$ cat src/common/line_port_defines.svh
// offsets, field positions, reset values and timing counts of the line port
// assumes a 250 MHz system clock and word-aligned register byte addresses
`ifndef LINE_PORT_DEFINES_SVH
`define LINE_PORT_DEFINES_SVH

// line map: one index covers all groups
`define DLP_NLINES        20
`define DLP_GRP_A_LSB     0
`define DLP_GRP_B_LSB     8
`define DLP_DEDIC_LSB     16
`define DLP_ABSENT_MASK   20'h0_000F

// register byte addresses
`define DLP_OFF_DIR       8'h00
`define DLP_OFF_LEVEL     8'h04
`define DLP_OFF_PINS      8'h08
`define DLP_OFF_PU_DIR    8'h0C
`define DLP_OFF_PU_LEVEL  8'h10
`define DLP_OFF_XCHG      8'h14
`define DLP_OFF_STATUS    8'h18

// status fields
`define DLP_ST_RUN        0
`define DLP_ST_HV         1

// reset values: factory default is every line an input
`define DLP_RST_DIR       20'h0_0000
`define DLP_RST_LEVEL     20'h0_0000

// power-up hold window
`define DLP_CLK_NS        4
`define DLP_STARTUP_MS    5
`define DLP_STARTUP_CYCLES \
    (((`DLP_STARTUP_MS * 1000000) + `DLP_CLK_NS - 1) / `DLP_CLK_NS)

`endif

$ cat src/common/line_port_pkg.sv
// types shared by the line port and its bench
// assumes the constants of line_port_defines.svh
package line_port_pkg;

    // pad controls of all twenty lines
    typedef struct packed {
        logic [19:0] drive;
        logic [19:0] oe;
        logic [19:0] pull_en;
    } pad_ctrl_t;

    // power-up phases
    typedef enum logic [1:0] {
        PH_HOLD,
        PH_LOAD,
        PH_RUN
    } phase_t;

endpackage : line_port_pkg

$ cat src/rtl/line_cell.sv
// one digital line: pin synchroniser and registered pad controls
// assumes pin_in is asynchronous and the pad resolves drive, oe, pull_en
`timescale 1ns/1ps

module line_cell #(
    parameter bit ALWAYS_PRESENT = 1'b0
) (
    input  wire logic clk_sys,
    input  wire logic rst_n,
    input  wire logic present,
    input  wire logic hold,
    input  wire logic dir,
    input  wire logic level,
    input  wire logic pin_in,
    output logic      pin_sync,
    output logic      drive,
    output logic      oe,
    output logic      pull_en
);

    logic sync1_q;
    logic sync2_q;
    logic avail;
    logic out_en;

    // absent lines never drive and never pull
    assign avail    = ALWAYS_PRESENT | present;
    assign out_en   = avail & ~hold & dir;
    assign pin_sync = avail & sync2_q;

    ////////////////////////////////////////////////////////////////////
    // two-flop synchroniser, then registered pad controls
    always_ff @(posedge clk_sys or negedge rst_n) begin
        if (!rst_n) begin
            sync1_q <= 1'b0;
            sync2_q <= 1'b0;
            oe      <= 1'b0;
            drive   <= 1'b0;
            pull_en <= 1'b0;
        end else begin
            sync1_q <= pin_in;
            sync2_q <= sync1_q;
            oe      <= out_en;
            drive   <= out_en & level;
            pull_en <= avail & ~out_en;
        end
    end

endmodule : line_cell

$ cat src/rtl/digital_line_port.sv
// digital line port: twenty three-state lines behind a register port
// assumes one 250 MHz clock, asynchronous pins, external pad resolution
//
// Chosen here: the placing of the registers and strobed register access.
`timescale 1ns/1ps
`include "line_port_defines.svh"

module digital_line_port
    import line_port_pkg::*;
#(
    parameter bit          HV_VARIANT     = 1'b0,
    parameter int unsigned STARTUP_CYCLES = `DLP_STARTUP_CYCLES
) (
    input  wire logic        clk_sys,
    input  wire logic        rst_n,
    input  wire logic [7:0]  reg_addr,
    input  wire logic [31:0] reg_wdata,
    input  wire logic        reg_wr,
    input  wire logic        reg_rd,
    output logic      [31:0] reg_rdata,
    input  wire logic [19:0] pin_in,
    output pad_ctrl_t        pads,
    output logic             startup_done
);

    ////////////////////////////////////////////////////////////////////
    // declarations
    logic [19:0] present;
    logic        hold;
    phase_t      phase_q;
    phase_t      phase_d;
    logic [31:0] cnt_q;
    logic [31:0] cnt_d;
    logic        cnt_last;
    logic [19:0] dir_q;
    logic [19:0] dir_d;
    logic [19:0] level_q;
    logic [19:0] level_d;
    logic [19:0] pu_dir_q;
    logic [19:0] pu_dir_d;
    logic [19:0] pu_level_q;
    logic [19:0] pu_level_d;
    logic [19:0] snap_q;
    logic [19:0] snap_d;
    logic [19:0] pin_sync;
    logic [19:0] wdata20;
    logic        wr_dir;
    logic        wr_level;
    logic        wr_pu_dir;
    logic        wr_pu_level;
    logic        wr_xchg;
    logic [31:0] status_word;
    logic [31:0] rd_mux;
    logic        ph_load;

    ////////////////////////////////////////////////////////////////////
    // line availability: the variant drops the low four lines
    assign present = HV_VARIANT ? ~`DLP_ABSENT_MASK
                                : 20'hF_FFFF;

    // one cell per line index, bit n is line n
    genvar gi;
    generate
        for (gi = 0; gi < `DLP_NLINES; gi++) begin : g_line
            line_cell #(
                .ALWAYS_PRESENT (1'b0)
            ) u_cell (
                .clk_sys  (clk_sys),
                .rst_n    (rst_n),
                .present  (present[gi]),
                .hold     (hold),
                .dir      (dir_q[gi]),
                .level    (level_q[gi]),
                .pin_in   (pin_in[gi]),
                .pin_sync (pin_sync[gi]),
                .drive    (pads.drive[gi]),
                .oe       (pads.oe[gi]),
                .pull_en  (pads.pull_en[gi])
            );
        end
    endgenerate

    ////////////////////////////////////////////////////////////////////
    // power-up sequencer: hold all inputs, then load stored state
    assign cnt_last = (cnt_q == STARTUP_CYCLES - 1);
    assign hold     = (phase_q != PH_RUN);
    assign ph_load  = (phase_q == PH_LOAD);

    always_comb begin
        phase_d = phase_q;
        cnt_d   = cnt_q;
        case (phase_q)
            PH_HOLD: begin
                cnt_d = cnt_q + 32'h0000_0001;
                if (cnt_last) begin
                    phase_d = PH_LOAD;
                end
            end
            PH_LOAD: begin
                phase_d = PH_RUN;
            end
            PH_RUN: begin
                phase_d = PH_RUN;
            end
            default: begin
                phase_d = PH_HOLD;
            end
        endcase
    end

    always_ff @(posedge clk_sys or negedge rst_n) begin
        if (!rst_n) begin
            phase_q      <= PH_HOLD;
            cnt_q        <= 32'h0000_0000;
            startup_done <= 1'b0;
        end else begin
            phase_q      <= phase_d;
            cnt_q        <= cnt_d;
            startup_done <= (phase_d == PH_RUN);
        end
    end

    ////////////////////////////////////////////////////////////////////
    // write decode
    assign wdata20     = reg_wdata[19:0] & present;
    assign wr_dir      = reg_wr & (reg_addr == `DLP_OFF_DIR);
    assign wr_level    = reg_wr & (reg_addr == `DLP_OFF_LEVEL);
    assign wr_pu_dir   = reg_wr & (reg_addr == `DLP_OFF_PU_DIR);
    assign wr_pu_level = reg_wr & (reg_addr == `DLP_OFF_PU_LEVEL);
    assign wr_xchg     = reg_wr & (reg_addr == `DLP_OFF_XCHG);

    // the load of stored state wins over a write in the same cycle,
    // so software sees the power-up state take effect exactly once
    assign dir_d   = ph_load ? (pu_dir_q & present)
                   : wr_dir  ? wdata20
                   : dir_q;
    assign level_d = ph_load ? (pu_level_q & present)
                   : (wr_level | wr_xchg) ? wdata20
                   : level_q;
    // the first group's byte sits in bits 7:0 of the power-up word
    assign pu_dir_d   = wr_pu_dir   ? wdata20 : pu_dir_q;
    assign pu_level_d = wr_pu_level ? wdata20 : pu_level_q;
    // exchange captures the lines as they were before the new levels
    assign snap_d     = wr_xchg ? pin_sync : snap_q;

    // live and stored state; stored state survives soft restarts only
    // because nothing but rst_n clears it
    always_ff @(posedge clk_sys or negedge rst_n) begin
        if (!rst_n) begin
            dir_q      <= `DLP_RST_DIR;
            level_q    <= `DLP_RST_LEVEL;
            pu_dir_q   <= `DLP_RST_DIR;
            pu_level_q <= `DLP_RST_LEVEL;
            snap_q     <= 20'h0_0000;
        end else begin
            dir_q      <= dir_d;
            level_q    <= level_d;
            pu_dir_q   <= pu_dir_d;
            pu_level_q <= pu_level_d;
            snap_q     <= snap_d;
        end
    end

    ////////////////////////////////////////////////////////////////////
    // read mux; unmapped addresses read as zero
    assign status_word = {30'h0000_0000, HV_VARIANT, (phase_q == PH_RUN)};
    assign rd_mux =
        (reg_addr == `DLP_OFF_DIR)      ? {12'h000, dir_q}      :
        (reg_addr == `DLP_OFF_LEVEL)    ? {12'h000, level_q}    :
        (reg_addr == `DLP_OFF_PINS)     ? {12'h000, pin_sync}   :
        (reg_addr == `DLP_OFF_PU_DIR)   ? {12'h000, pu_dir_q}   :
        (reg_addr == `DLP_OFF_PU_LEVEL) ? {12'h000, pu_level_q} :
        (reg_addr == `DLP_OFF_XCHG)     ? {12'h000, snap_q}     :
        (reg_addr == `DLP_OFF_STATUS)   ? status_word           :
        32'h0000_0000;

    // read data stand only in the cycle after the strobe
    always_ff @(posedge clk_sys or negedge rst_n) begin
        if (!rst_n) begin
            reg_rdata <= 32'h0000_0000;
        end else begin
            reg_rdata <= reg_rd ? rd_mux : 32'h0000_0000;
        end
    end

    ////////////////////////////////////////////////////////////////////
    // checks

    // no line drives while the power-up window is open
    chk_hold_no_drive: assert property (
        @(posedge clk_sys) disable iff (!rst_n)
        (phase_q != PH_RUN) |=> (pads.oe == 20'h0_0000))
        else $error("line driven during power-up hold");

    // the window lasts the full count, then load, then run
    chk_startup_len: assert property (
        @(posedge clk_sys) disable iff (!rst_n)
        (phase_q == PH_HOLD) && cnt_last
        |=> (phase_q == PH_LOAD) ##1 (phase_q == PH_RUN) && startup_done)
        else $error("power-up window sequence wrong");

    chk_hold_stays: assert property (
        @(posedge clk_sys) disable iff (!rst_n)
        (phase_q == PH_HOLD) && !cnt_last |=> (phase_q == PH_HOLD))
        else $error("power-up window ended early");

    // stored state is applied at the end of the window
    chk_load_stored: assert property (
        @(posedge clk_sys) disable iff (!rst_n)
        ph_load |=> (dir_q == ($past(pu_dir_q) & present))
                 && (level_q == ($past(pu_level_q) & present)))
        else $error("stored power-up state not applied");

    // absent lines neither drive nor pull
    chk_absent_quiet: assert property (
        @(posedge clk_sys) disable iff (!rst_n)
        ((pads.oe | pads.pull_en | pads.drive) & ~present) == 20'h0_0000)
        else $error("absent line active");

    // every present line is either pulled-up input or driven
    chk_pull_or_drive: assert property (
        @(posedge clk_sys) disable iff (!rst_n)
        $past(rst_n) |->
        ((pads.oe & pads.pull_en) == 20'h0_0000)
        && ((pads.oe | pads.pull_en) == present))
        else $error("line neither pulled up nor driven");

    // driven value follows direction and level one cycle later
    chk_drive_level: assert property (
        @(posedge clk_sys) disable iff (!rst_n)
        (phase_q == PH_RUN) |=>
        (pads.oe == $past(dir_q)) && (pads.drive == $past(dir_q & level_q)))
        else $error("pad controls do not follow direction and level");

    // exchange writes all levels and captures all lines at once
    chk_xchg_both: assert property (
        @(posedge clk_sys) disable iff (!rst_n)
        wr_xchg && !ph_load |=>
        (level_q == $past(wdata20)) && (snap_q == $past(pin_sync)))
        else $error("exchange did not write and capture");

    // power-up direction byte: bit n is line n of the first group
    chk_pu_dir_byte: assert property (
        @(posedge clk_sys) disable iff (!rst_n)
        wr_pu_dir |=> pu_dir_q[7:0] == ($past(reg_wdata[7:0]) & present[7:0]))
        else $error("power-up direction byte not stored");

    // line read puts line n on bit n the cycle after the strobe
    chk_pin_read: assert property (
        @(posedge clk_sys) disable iff (!rst_n)
        reg_rd && (reg_addr == `DLP_OFF_PINS)
        |=> (reg_rdata == {12'h000, $past(pin_sync)}) ##1 !$past(reg_rd)
            [*1] |-> (reg_rdata == 32'h0000_0000))
        else $error("line read wrong");

endmodule : digital_line_port

$ cat config.mk
export PLATFORM = sky130hd
export DESIGN_NAME = digital_line_port
export DESIGN_NICKNAME = d
export VERILOG_FILES = /design/src/common/line_port_pkg.sv /design/src/rtl/line_cell.sv /design/src/rtl/digital_line_port.sv
export VERILOG_INCLUDE_DIRS = /design/src /design/src/common
export SDC_FILE = /design/constraint.sdc
export NUM_CORES = 1
export LEC_CHECK = 0
export BUFFER_PORTS_ARGS = -buffer_cell sky130_fd_sc_hd__buf_2
export CORE_ASPECT_RATIO = 0.7
export CORE_MARGIN = 1.5
export CORE_UTILIZATION = 45
export CTS_BUF_LIST = sky130_fd_sc_hd__clkbuf_2
export CTS_CLUSTER_DIAMETER = 120
export DETAILED_ROUTE_END_ITERATION = 10
export MAX_ROUTING_LAYER = met4
export PLACE_DENSITY = 0.75
export SETUP_SLACK_MARGIN = 0.4
export SLEW_MARGIN = 0
export SYNTH_ARGS = -nofsm -noshare
export SYNTH_HDL_FRONTEND = slang
export SYNTH_SLANG_ARGS = --single-unit
$ cat constraint.sdc
create_clock -name clk_sys -period 3.6 [get_ports clk_sys]
set_input_delay 0.54 -clock clk_sys [delete_from_list [all_inputs] [get_ports clk_sys]]
set_output_delay 0.54 -clock clk_sys [all_outputs]
set_load 0.01 [all_outputs]
Yosys cells after proc, flatten, opt, wreduce, memory -nomap -nowiden:

Index checks and enable logic that the tools add are counted.

* order comparisons: 0
* shifts and indexed selects: 0
* multipliers: 0
* divide/modulo/power cells: 0
* reductions and logical operators: 5
* multiplexer cells: 14
* equal/unequal tests: 11
* add/subtract/negate cells: 1
* bitwise operators: 67

Operators by type and width (count)
* 20-bit two-way mux: 11
* 1-bit bitwise AND: 45
* 32-bit by 1-bit adder with 32-bit output (second input constant): 1
* 32-bit by 21-bit == test with 1-bit output (second input constant): 1
* 8-bit by 5-bit == test with 1-bit output (second input constant): 3
* 1-bit NOT: 21
* 8-bit by 4-bit == test with 1-bit output (second input constant): 2
* 8-bit by 3-bit == test with 1-bit output (second input constant): 1
* 8-bit zero test: 1
* 2-bit == test (second input constant): 2
* 2-bit case mux with 2 select lines: 1
* 2-bit nonzero test: 2
* 2-bit by 1-bit == test with 1-bit output (second input constant): 1
* 2-bit zero test: 1
* 2-bit two-way mux: 1
* 2-bit inequality test (second input constant): 1
* 2-bit OR reduction: 1
* 1-bit two-way mux: 1
* 1-bit OR: 1

* RAM bits: 0
* word-level logic and storage cells: 207
* register bits after elaboration: 255
* memories kept: 0
* output and inout bits: 93
* latch bits: 0
* memory bits (read-only): 0
* input port bits: 64

Longest topological paths before layout:

Gate-level depths: netlist of run 1.

* depth after elaboration: 9
* gate-level depth with buffers: 8
* mapped depth without buffers: 6

By module:

From an unflattened synthesis of run 1, not the netlist that was laid out.

* cell total of the unflattened synthesis: 915
* area total of the unflattened synthesis: 10759.1 µm²

By module, submodules not included
* digital_line_port: seq. area each 3878.7 µm², times used 1, cells each 715, area an instance 7606.0 µm²
* line_cell: seq. area each 125.1 µm², times used 20, cells each 10, area an instance 157.7 µm²

Least setup slack after synthesis of run 1:

No wires, ideal clock.

* path kind: in2reg
* from: input port reg_addr[4]
* to: register reg_rdata[10]
* data required time: 3.470 ns
* data arrival time: 1.947 ns
* library setup time: 0.130 ns
* path buffers: 3
* cell stages on the path: 7
* setup slack: 1.523 ns
* cells stage by stage: buf_6 -> or4_4 -> buf_6 -> nor4b_4 -> buf_6 -> a21oi_1 -> o2bb2ai_1

* word-level cells in the longest chain between the ends: 8
* elaborated cells on any way between the ends: 13
* those cells by class: 5 x eq/ne; 7 x mux; 1 x reduce/logical

RTL lines
* from (decl): line digital_line_port.sv:16 `input wire logic [7:0] reg_addr,`
* 8-bit by 5-bit == test with 1-bit output (no line)
* 20-bit two-way mux: line digital_line_port.sv:173 `` (reg_addr == `DLP_OFF_XCHG) ? {12'h000, snap_q} : ``
* 20-bit two-way mux: line digital_line_port.sv:172 `` (reg_addr == `DLP_OFF_PU_LEVEL) ? {12'h000, pu_level_q} : ``
* 20-bit two-way mux: line digital_line_port.sv:171 `` (reg_addr == `DLP_OFF_PU_DIR) ? {12'h000, pu_dir_q} : ``
* 20-bit two-way mux: line digital_line_port.sv:170 `` (reg_addr == `DLP_OFF_PINS) ? {12'h000, pin_sync} : ``
* 20-bit two-way mux: line digital_line_port.sv:169 `` (reg_addr == `DLP_OFF_LEVEL) ? {12'h000, level_q} : ``
* 20-bit two-way mux *: line digital_line_port.sv:168 `` (reg_addr == `DLP_OFF_DIR) ? {12'h000, dir_q} : ``
* 20-bit two-way mux *: line digital_line_port.sv:182 `reg_rdata <= reg_rd ? rd_mux : 32'h0000_0000;`
* to (signal assigned): line digital_line_port.sv:182
* to (decl): line digital_line_port.sv:20 `output logic [31:0] reg_rdata,`

Every way passes the cells marked *; elsewhere a longest branch is shown, timed or not.
A chain may end at the register's enable or synchronous reset.

Final worst setup path of run 1:

* from: register reg_rdata[16]
* to: output port reg_rdata[16]

No word-level cell between the ends.

==> summary.md, run 1 <==
| Metric | Value |
|---|---|
| CP Data Required Time | 3.06 ns |
| Antenna Nets Post-Route | 0 |
| Area of the core | 0.0238 mm² |
| Min-delay src | reg_rd |
| DRC viols | 0 |
| Routed wire length | 26,900 µm |
| Worst hold-check path type | in -> reg |
| GRT Residual Overflow | 0 |
| XOR/XNOR share of the synthesized area | 2.48% |
| Fraction of registers with async set/reset | 100% |
| Compound-gate portion of the synthesized area | 12.8% |
| Worst-Skew Late Latency | 0.92 ns |
| Final setup fails | 0 |
| Post-synthesis mux area share | 6.84% |
| Initial antenna violation count | 2 |
| Fin worst setup slack | 1.53 ns |
| Port Buffer Count | 132 |
| Reg-to-reg startpoint | phase_q[0] |
| Post-CTS Setup Inserts | 0 |
| Vias post-DR | 7,819 |
| CTS Buf Count | 59 |
| Clock Tree Root | clkbuf_2 |
| Final GP Congestion | 0.867 |
| Crit-path max cell delay | 0.44 ns |
| Slew Limit Fails | 0 |
| Power Dens Cells | 415 mW/mm² |
| WP buf/inv | 1 |
| Met1 usage | 32.4% |
| CTS resizes | 0 |
| CTS Buffer Depth | 3 |
| MaxCap Viol Count | 0 |
| LEAKAGE | 6.28 nW |
| Chip Width | 189 µm |
| Final Hold Fails | 0 |
| Setup slack after placement | 0.889 ns |
| Worst R2R Setup Slack | 1.55 ns |
| Synth Register Bits | 255 |
| Status | finished clean |
| Vias per std cell | 5.40 |
| Gate Count Post-Synth | 941 |
| Startpoint Class | register |
| Crit-path cells | buf_2 |
| Largest family of logic cells by synthesized area | compound AO/OA/AOI/OAI gates |
| Family with the most delay on the worst path | flip-flops |
| Post-synth EDFFs | 0 |
| Simple-Gate Fraction of Synth Area | 10.5% |
| Rel. slew slack | 36.9% |
| CP Class | reg -> out |
| Met2 Usage GRT | 30.2% |
| Starting density of the core | 46.0% |
| Tot GR Track Use | 22.4% |
| Storage cell area | 0.00638 mm² |
| CP Capture Type | output pin |
| Hold Crit Endpoint | reg_rdata[5] |
| WP depth | 1 |
| Post-Route Skew | 0.0616 ns |
| Synth-to-layout area growth | 13.8% |
| First-pass GRT wire length | 42,300 µm |
| Cells on Worst Hold Path | 2 |
| Reg2reg end | cnt_q[28] |
| Worst path slowest cell | dfrtp_1 |
| RSZ-0062 raised after global routing | false |
| Area of the multi-input gates | 0.00369 mm² |
| Drt pass-1 iters | 5 |
| Final core utilization | 52.4% |
| I/O pin count | 157 |
| Final net count | 1,156 |
| Synth Area in Adders | 0.458% |
| Die Area | 0.0253 mm² |
| Synth Flop Type | dfrtp_1 |
| Netlist cell types | 53 |
| DP Wirelength | 16,800 µm |
| Fillers | 2,123 |
| Core Rows | 47 |
| Setup_tns | 0 ns |
| CTS tree | done |
| Sequential fraction of the synthesis area | 58.3% |
| Clock Pin Slew Worst Setup and Hold Paths | 0.11 ns |
| Final min period | 2.07 ns |
| Ys Warns | 0 |
| VDD IR-drop max | 0.269 mV |
| Post-Syn Area | 0.0109 mm² |
| Reg2Reg Depth | 7 |
| Wire per inst | 18.6 µm |
| Max FO, Critical Path | 1 |
| Met3 Use GR | 5.77% |
| Max H-tree Level | 2 |
| Largest net degree at the start of global routing | 119 |
| # clock sinks | 255 |
| Die H | 133 µm |
| Worst Max-Slew Pin Slew | 0.942 ns |
| Achievable frequency | 482 MHz |
| Layout cells sized above 1 | 26.9% |
| Synth Area per Inst | 11.6 µm² |
| Arr. time, crit path | 1.53 ns |
| Initial DRC count | 767 |
| GRT busiest layer | met1 |
| Vias in the first global route | 7,734 |
| Fin crit share | 57.6% |
registers in the layout (all words and copies together), names as in the netlist:
name and cells:
g_line.u_cell.oe 20, cnt_q 32, dir_q 20, level_q 20, phase_q 2, g_line.u_cell.sync1_q 20, g_line.u_cell.pull_en 20, pu_level_q 20
snap_q 20, startup_done 1, pu_dir_q 20, g_line.u_cell.drive 20, g_line.u_cell.sync2_q 20, reg_rdata 20
worst reg2reg max path, stage by stage, from the launching register on:
cell	delay (ns)
dfrtp_1	0.40
inv_1	0.10
ha_1	0.28
nand4_1	0.31
nor4_1	0.37
buf_4	0.20
nand4_1	0.13
xnor2_1	0.16
report_power, final:
part | total [mW] | switching, mW | leakage [nW] | internal [mW]
Sequential | 3.00 | 0.0568 | 3.33 | 2.95
Combinational | 0.340 | 0.199 | 2.56 | 0.141
Clock | 1.83 | 1.14 | 0.393 | 0.688
Total | 5.17 | 1.39 | 6.28 | 3.78
worst max-delay path by stage:
stage,startpoint,endpoint
2_1_floorplan,reg_addr[4],reg_rdata[10]
3_3_place_gp,reg_addr[1],pu_level_q[4]
3_5_place_dp,reg_addr[1],pu_level_q[1]
4_1_cts,reg_rdata[16],reg_rdata[16]
5_1_grt,phase_q[0],cnt_q[28]
6_report,reg_rdata[16],reg_rdata[16]
placed cells by master (no fill, tap or decap), drive strengths merged, types with 2 or more instances in the layout:
master and instances:
a21o 20, a21oi 68, a22o 20, a22oi 4
a31oi 21, and2 2, and3 8, and4 4
buf 160, clkbuf 83, clkinv 16, conb 12
dfrtp 255, diode 2, dlygate4sd3 41, ha 4
inv 39, mux2 62, mux2i 5, nand2 67
nand3 11, nand4 15, nor2 29, nor2b 39
nor3 7, nor3b 2, nor4 14, nor4b 5
o21ai 16, o221a 5, o22a 5, o2bb2ai 28
o31ai 14, or3 3, or4 2, xnor2 16
xor2 15
logic make-up (layout without fill, tap and decap cells):
| family | Yosys count | in the layout |
|---|---|---|
| and+or+nand+nor | 213 | 213 |
| other | 1 | 14 |
| buffers and inverters | 164 | 340 |
| xor gates and xnor gates | 31 | 31 |
| adders and majority gates | 4 | 4 |
| DFF | 255 | 255 |
| AOI/OAI and AO/OA | 206 | 206 |
| muxes | 67 | 67 |
stage by stage:
stage / instances / hold slack [ns] / cell area [µm²] / power, mW
6_report: 1448 / 0.117 / 12400 / 5.17
3_5_place_dp: 1304 / 0.336 / 11500 / 3.36
5_1_grt: 1448 / 0.0617 / 12400 / 5.43
2_1_floorplan: 952 / 0.244 / 11000 / 3.20
3_3_place_gp: 1304 / 0.334 / 11500 / 3.35
4_1_cts: 1446 / 0.0164 / 12400 / 5.23
what timing repair did:
| item | in CTS | in global routing |
|---|---|---|
| setup endpoints to repair | 0 | 0 |
| hold endpoints to repair | 213 | 0 |
| hold buffers | 41 | 0 |
layout make-up:
class | instances | share of cell area [%]
clock buffers | 83 | 3.34
clock inverters | 18 | 0.774
multi-input cells | 533 | 29.6
flip-flops and latches | 255 | 51.3
well taps | 318 | 3.20
repair buffers | 201 | 10.6
inverters | 38 | 1.15
diodes | 2 | 0.0402
cell usage after synthesis, types with 4 or more instances:
library cell	n	share of area [%]
mux2_2	42	4.3
xnor2_1	16	1.3
o2bb2ai_1	28	2.2
nor3_1	6	0.27
buf_4	74	5.1
o31ai_1	14	0.96
dfrtp_1	255	58
xor2_1	15	1.2
a22oi_1	4	0.27
clkbuf_1	36	1.2
mux2_1	20	2.1
o21ai_0	16	0.73
a21oi_1	68	3.1
mux2i_1	5	0.46
a31oi_1	21	1.2
nand3_1	11	0.50
and3_1	8	0.46
and4_1	4	0.32
nor4_1	14	0.80
nand4_1	15	0.86
buf_2	10	0.46
a22o_1	20	1.6
nor2_1	28	0.96
ha_1	4	0.46
nor2b_1	39	2.2
inv_1	38	1.3
a21o_1	20	1.4
nand2_1	67	2.3
o22a_1	5	0.40
o221a_1	4	0.41
layer usage:
layer  wire (µm)  up-vias  part of all wire [%]
met4         603        0                   2.2
met5           0        -                     0
met3        2830       64                    11
met2       11300      439                    42
met1       12200     3793                    45
li1            -     3523                     -
Power figures use the tool's default switching activity.
==> run 2: changes to the inputs <==
--- a/config.mk
+++ b/config.mk
@@ -14,7 +14,7 @@
 export CTS_CLUSTER_DIAMETER = 120
 export DETAILED_ROUTE_END_ITERATION = 10
 export MAX_ROUTING_LAYER = met4
-export PLACE_DENSITY = 0.75
+export PLACE_DENSITY = 0.78
 export SETUP_SLACK_MARGIN = 0.4
 export SLEW_MARGIN = 0
 export SYNTH_ARGS = -nofsm -noshare
==> constraint.sdc (replaced) <==
create_clock -name clk_sys -period 1.7 [get_ports clk_sys]
set_input_delay 0.255 -clock clk_sys [delete_from_list [all_inputs] [get_ports clk_sys]]
set_output_delay 0.255 -clock clk_sys [all_outputs]
set_load 0.01 [all_outputs]
==> run 2 against run 1 <==
Effect of this change:
- the flow now finishes with violations (negative setup slack)
- combinational power rose to 2.7 times the previous value
- sequential share of layout area fell by 9.6 points
- total power rose by 120%
- clock skew fell by 0.0048 ns
- flip-flop and latch count did not move
- final area rose by 23%
- clock-buffer cell count rose by 4
- first-iteration DRC count rose by 23%
==> summary.md, run 2 (synthesis gave the netlist of run 1 again) <==
| Metric | Value |
|---|---|
| Startpoint Class | register |
| Most flop-heavy register | cnt_q |
| Achievable frequency | 562 MHz |
| Crit-path cells | buf_2 |
| Max H-tree Level | 2 |
| Final Hold Fails | 0 |
| Slew Limit Fails | 0 |
| Final core utilization | 64.5% |
| Clock Tree Root | clkbuf_2 |
| Chip Width | 189 µm |
| Vias post-DR | 9,050 |
| Drt pass-1 iters | 5 |
| Tot GR Track Use | 26.2% |
| Reg2reg end | level_q[6] |
| Worst-Skew Late Latency | 0.93 ns |
| WL met2 | 15,600 µm |
| Hold Crit Endpoint | g_line[0].u_cell.sync1_q |
| Antenna Nets Post-Route | 0 |
| Vias in the first global route | 8,938 |
| Initial DRC count | 942 |
| VDD IR-drop max | 0.481 mV |
| Worst path slowest cell | dfrtp_1 |
| Min-delay src | pin_in[0] |
| Final GP Congestion | 0.830 |
| Fin crit share | 105% |
| Met3 wire length | 3040 µm |
| Worst hold-check path type | in -> reg |
| Synth-to-layout area growth | 40.1% |
| Die H | 133 µm |
| Violated checks | negative setup slack |
| CP Class | reg -> out |
| Core Rows | 47 |
| DRC viols | 0 |
| Placed cell count | 1,359 |
| Setup_tns | -0.541 ns |
| Final setup fails | 13 |
| Worst R2R Setup Slack | 0 ns |
| CTS Buffer Depth | 3 |
| Crit-path max cell delay | 0.45 ns |
| Top routing layer in use | met4 |
| DP Wirelength | 18,600 µm |
| GRT Residual Overflow | 0 |
| I/O pin count | 157 |
| Final net count | 1,296 |
| LEAKAGE | 7.51 nW |
| First-pass GRT wire length | 49,500 µm |
| Wire per inst | 21.5 µm |
| Family with the most delay on the worst path | flip-flops |
| Commonest non-fill, non-tap cell in the layout | dfrtp_1 |
| CTS tree | done |
| Die Area | 0.0253 mm² |
| CTS Buf Count | 57 |
| Worst Max-Slew Pin Slew | 0.501 ns |
| WP buf/inv | 1 |
| Most frequent cells in the layout | dfrtp_1 (253), buf_2 (123), clkbuf_2 (87) |
| Vias per std cell | 5.69 |
| Starting density of the core | 46.0% |
| Routed wire length | 34,100 µm |
| Power Dens Cells | 735 mW/mm² |
| CP Capture Type | output pin |
| Final Instance Count excl. Fillers | 1,591 |
| Cells on Worst Hold Path | 2 |
| Port Buffer Count | 132 |
| Status | complete, but fails checks |
| Rel. slew slack | 66.6% |
| Clock Pin Slew Worst Setup and Hold Paths | 0.12 ns |
| Reg-to-reg startpoint | phase_q[0] |
| Layout cells sized above 1 | 43.4% |
| Met1 wire length | 14,200 µm |
| CP Data Required Time | 1.44 ns |
| RSZ-0062 raised after global routing | true |
| MaxCap Viol Count | 0 |
| Final min period | 1.78 ns |
| Max reg flops | 32 |
| Reg2Reg Depth | 7 |
| # clock sinks | 255 |
| Initial antenna violation count | 2 |
| Final hold slack | 0.0530 ns |
| Arr. time, crit path | 1.52 ns |
| Largest net degree at the start of global routing | 63 |
| Max FO, Critical Path | 1 |
| Area of the core | 0.0238 mm² |
| Post-Route Skew | 0.0568 ns |
| Fin worst setup slack | -0.0800 ns |
## run 2: metal layers
layer / global-route usage [%] / up-vias
met5: - / -
met3: 5.77 / 111
li1: - / 3837
met1: 36.3 / 4522
met4: 9.74 / 0
met2: 37.9 / 580
## run 2: worst max-delay path by stage
stage	start	end	slack [ns]	cells after the start
4_1_cts	reg_rdata[16]	reg_rdata[16]	-0.11	1
2_1_floorplan	reg_addr[4]	reg_rdata[10]	-0.08	7
5_1_grt	reg_rdata[13]	reg_rdata[13]	-0.14	1
3_3_place_gp	reg_addr[6]	reg_rdata[19]	-0.16	6
6_report	reg_rdata[16]	reg_rdata[16]	-0.08	1
3_5_place_dp	reg_addr[7]	reg_rdata[10]	-0.20	6
## run 2: where the power goes
| part | switching, mW | total, mW | internal, mW |
|---|---|---|---|
| Clock | 2.46 | 3.95 | 1.50 |
| Sequential | 0.150 | 6.39 | 6.24 |
| Combinational | 0.509 | 0.924 | 0.414 |
## run 2: stage by stage
step                setup slack [ns]  instance area, µm²  total power [mW]
CTS                           -0.107               14700              11.2
finish                       -0.0800               15300              11.3
detailed placement            -0.204               12500              7.21
floorplan                    -0.0843               11500              6.82
global placement              -0.160               12500              7.18
global route                  -0.138               15300              11.7
## run 2: final cells by class
class,count,area [µm²]
Clock buffer,87,435
Multi-Input combinational cell,535,4810
Timing Repair Buffer,341,3070
Clock inverter,15,82.6
Inverter,38,143
Fill cell,1659,8430
Antenna cell,2,5.00
Sequential cell,255,6380
Tap cell,318,398
## run 2: timing repair
| action | in CTS | in global routing |
|---|---|---|
| hold buffers | 67 | 0 |
| pin swaps | 60 | 38 |
| cloned | 12 | 0 |
| endpoints found under the hold margin | 375 | 0 |
| setup endpoints to repair | 195 | 171 |
| resized for setup | 92 | 85 |
| setup buffers | 35 | 14 |
==> run 3: changes to the inputs <==
--- a/config.mk
+++ b/config.mk
@@ -7,15 +7,18 @@
 export NUM_CORES = 1
 export LEC_CHECK = 0
 export BUFFER_PORTS_ARGS = -buffer_cell sky130_fd_sc_hd__buf_2
+export CELL_PAD_IN_SITES_DETAIL_PLACEMENT = 1
+export CELL_PAD_IN_SITES_GLOBAL_PLACEMENT = 1
 export CORE_ASPECT_RATIO = 0.7
-export CORE_MARGIN = 1.5
-export CORE_UTILIZATION = 45
+export CORE_MARGIN = 1
+export CORE_UTILIZATION = 43
 export CTS_BUF_LIST = sky130_fd_sc_hd__clkbuf_2
 export CTS_CLUSTER_DIAMETER = 120
 export DETAILED_ROUTE_END_ITERATION = 10
 export MAX_ROUTING_LAYER = met4
-export PLACE_DENSITY = 0.78
+export PLACE_DENSITY = 0.89
 export SETUP_SLACK_MARGIN = 0.4
+export SKIP_LAST_GASP = 1
 export SLEW_MARGIN = 0
 export SYNTH_ARGS = -nofsm -noshare
 export SYNTH_HDL_FRONTEND = slang
==> run 3 against run 2 <==
Effect of this change:
- the run ends with design-rule violations, negative hold slack, negative setup slack left
- flip-flop and latch count did not move
- maximum frequency fell by 10%
- routed wire length increased by 57%
- sequential power increased by 1%
- clock power up 21%
- non-clock buffer count grew 32
- combinational power rose by 20%
- sequential share of layout area is 2.2 points lower
- final area increased by 5.7%
- critical path depth unchanged
- global-route usage rose by 8.7 points
- critical path type unchanged
- largest cell class unchanged
- largest power group unchanged
==> summary.md, run 3 (synthesis gave the netlist of run 1 again) <==
| Metric | Value |
|---|---|
| Crit-path max cell delay | 0.44 ns |
| CP Class | reg -> out |
| Status | complete, but fails checks |
| Routed wire length | 53,600 µm |
| Family with the most delay on the worst path | flip-flops |
| Initial antenna violation count | 7 |
| Clock Pin Slew Worst Setup and Hold Paths | 0.16 ns |
| Placed cell count | 1,368 |
| Final hold slack | -0.129 ns |
| CP Data Required Time | 1.44 ns |
| Layout cells sized above 1 | 47.6% |
| VDD IR-drop max | 0.564 mV |
| Max H-tree Level | 2 |
| Startpoint Class | register |
| Placed instance area | 0.0125 mm² |
| First-pass GRT wire length | 65,000 µm |
| Drt pass-1 iters | 9 |
| Core Rows | 48 |
| Fillers | 2,400 |
| Vias per std cell | 6.39 |
| Commonest non-fill, non-tap cell in the layout | dfrtp_1 |
| Vias in the first global route | 10.4k |
| Clk pwr share | 38.7% |
| Tot GR Track Use | 34.9% |
| Achievable frequency | 504 MHz |
| CTS tree | done |
| Int Power | 8.32 mW |
| Final net count | 1,329 |
| Crit-path cells | buf_2 |
| Synth-to-layout area growth | 48.1% |
| Comb pwr share | 9.0% |
| Final min period | 1.98 ns |
| Storage cell area | 0.00639 mm² |
| Worst path slowest cell | dfrtp_1 |
| Wire per inst | 32.7 µm |
| Tot Pwr | 12.3 mW |
| Post-Route Skew | 0.0922 ns |
| MaxCap Viol Count | 0 |
| CTS Buffer Depth | 3 |
| Slew Limit Fails | 0 |
| Port Buffer Count | 132 |
| DP Wirelength | 22,900 µm |
| Most flop-heavy register | cnt_q |
| RSZ-0062 raised after global routing | true |
| Antenna Nets Post-Route | 0 |
| Fin worst setup slack | -0.283 ns |
| Final GP Congestion | 0.884 |
| CTS Buf Count | 59 |
| Largest net degree at the start of global routing | 79 |
| Final Instance Count excl. Fillers | 1,640 |
| I/O pin count | 157 |
| LEAKAGE | 7.84 nW |
| Final Hold Fails | 13 |
| Final setup fails | 140 |
| CP Capture Type | output pin |
| Die Area | 0.0261 mm² |
| Worst Max-Slew Pin Slew | 0.615 ns |
| Starting density of the core | 44.1% |
| Initial DRC count | 1,376 |
| Vias post-DR | 10.5k |
| WP buf/inv | 1 |
| Most frequent cells in the layout | dfrtp_1 (250), buf_2 (108), buf_4 (87) |
| Area of the multi-input gates | 0.00513 mm² |
| DRC viols | 22 |
| Die H | 135 µm |
| Post-route cell area | 0.0162 mm² |
| Arr. time, crit path | 1.73 ns |
| Fin crit share | 117% |
| Switching power | 4.03 mW |
| Max FO, Critical Path | 1 |
| Worst hold-check path type | in -> reg |
| Max reg flops | 32 |
| Worst-Skew Late Latency | 1.13 ns |
| Power Dens Cells | 762 mW/mm² |
| # clock sinks | 255 |
| Chip Width | 193 µm |
| Clock Tree Root | clkbuf_2 |
| GRT Residual Overflow | 0 |
| Rel. slew slack | 59.0% |
| Sw frac | 32.6% |
| Violated checks | design-rule violations, negative hold slack, negative setup slack |
| Area of the core | 0.0248 mm² |
| Share of power burned in registers | 52.3% |
## run 3: power groups by stage
stage          combinational [mW]  clock [mW]  sequential [mW]
2_1_floorplan               0.386           0             6.44
3_3_place_gp                0.732           0             6.47
4_1_cts                     0.931        4.31             6.38
3_5_place_dp                0.776           0             6.49
6_report                     1.11        4.78             6.46
5_1_grt                      1.15        5.01             6.46
## run 3: final timing paths
check | start | to | slack (ns) | cells past startpoint
max | g_line[10].u_cell.pull_en | pads[10] | -0.28 | 1
min | reg_addr[5] | reg_rdata[3] | -0.13 | 5
max reg2reg | cnt_q[8] | cnt_q[18] | -0.25 | 6
min reg2reg | g_line[14].u_cell.sync1_q | g_line[14].u_cell.sync2_q | 0.36 | 0
max in group asynchronous | rst_n | g_line[17].u_cell.sync2_q | 0.73 | 6
min in group asynchronous | rst_n | g_line[3].u_cell.drive | 0.23 | 4
## run 3: repair_timing
item,4_1_cts,5_1_grt
pin swaps,33,42
cloned,8,6
buffers inserted,27,42
setup endpoints to repair,193,265
hold buffers,72,4
resized for setup,96,213
hold endpoints to repair,375,16
## run 3: area by class of cell
type / count / share of cell area (%)
Tap cell: 325 / 2.51
Timing Repair Buffer: 373 / 21.8
Clock buffer: 80 / 2.47
Inverter: 38 / 0.896
Sequential cell: 255 / 39.4
Antenna cell: 7 / 0.108
Multi-Input combinational cell: 534 / 31.7
Clock inverter: 28 / 1.09
## run 3: per-stage QoR
| step | hold slack, ns | utilization, % | worst slack [ns] | setup TNS [ns] |
|---|---|---|---|---|
| floorplan | -0.0406 | - | -0.0843 | -2.07 |
| global placement | 0.121 | 50.6 | -0.258 | -12.21 |
| detailed placement | 0.125 | 50.6 | -0.382 | -18.56 |
| CTS | -0.115 | 59.4 | -0.155 | -6.68 |
| global route | -0.145 | 65.3 | -0.337 | -25.54 |
| finish | -0.129 | 65.3 | -0.283 | -20.08 |
## run 3: metal layers
| metal | up-vias | share of wire [%] | GRT usage (%) |
|---|---|---|---|
| met1 | 5202 | 37 | 44.4 |
| met2 | 997 | 44 | 52.6 |
| li1 | 3914 | - | - |
| met5 | - | 0 | - |
| met3 | 368 | 11 | 7.77 |
| met4 | 0 | 8.0 | 17.2 |
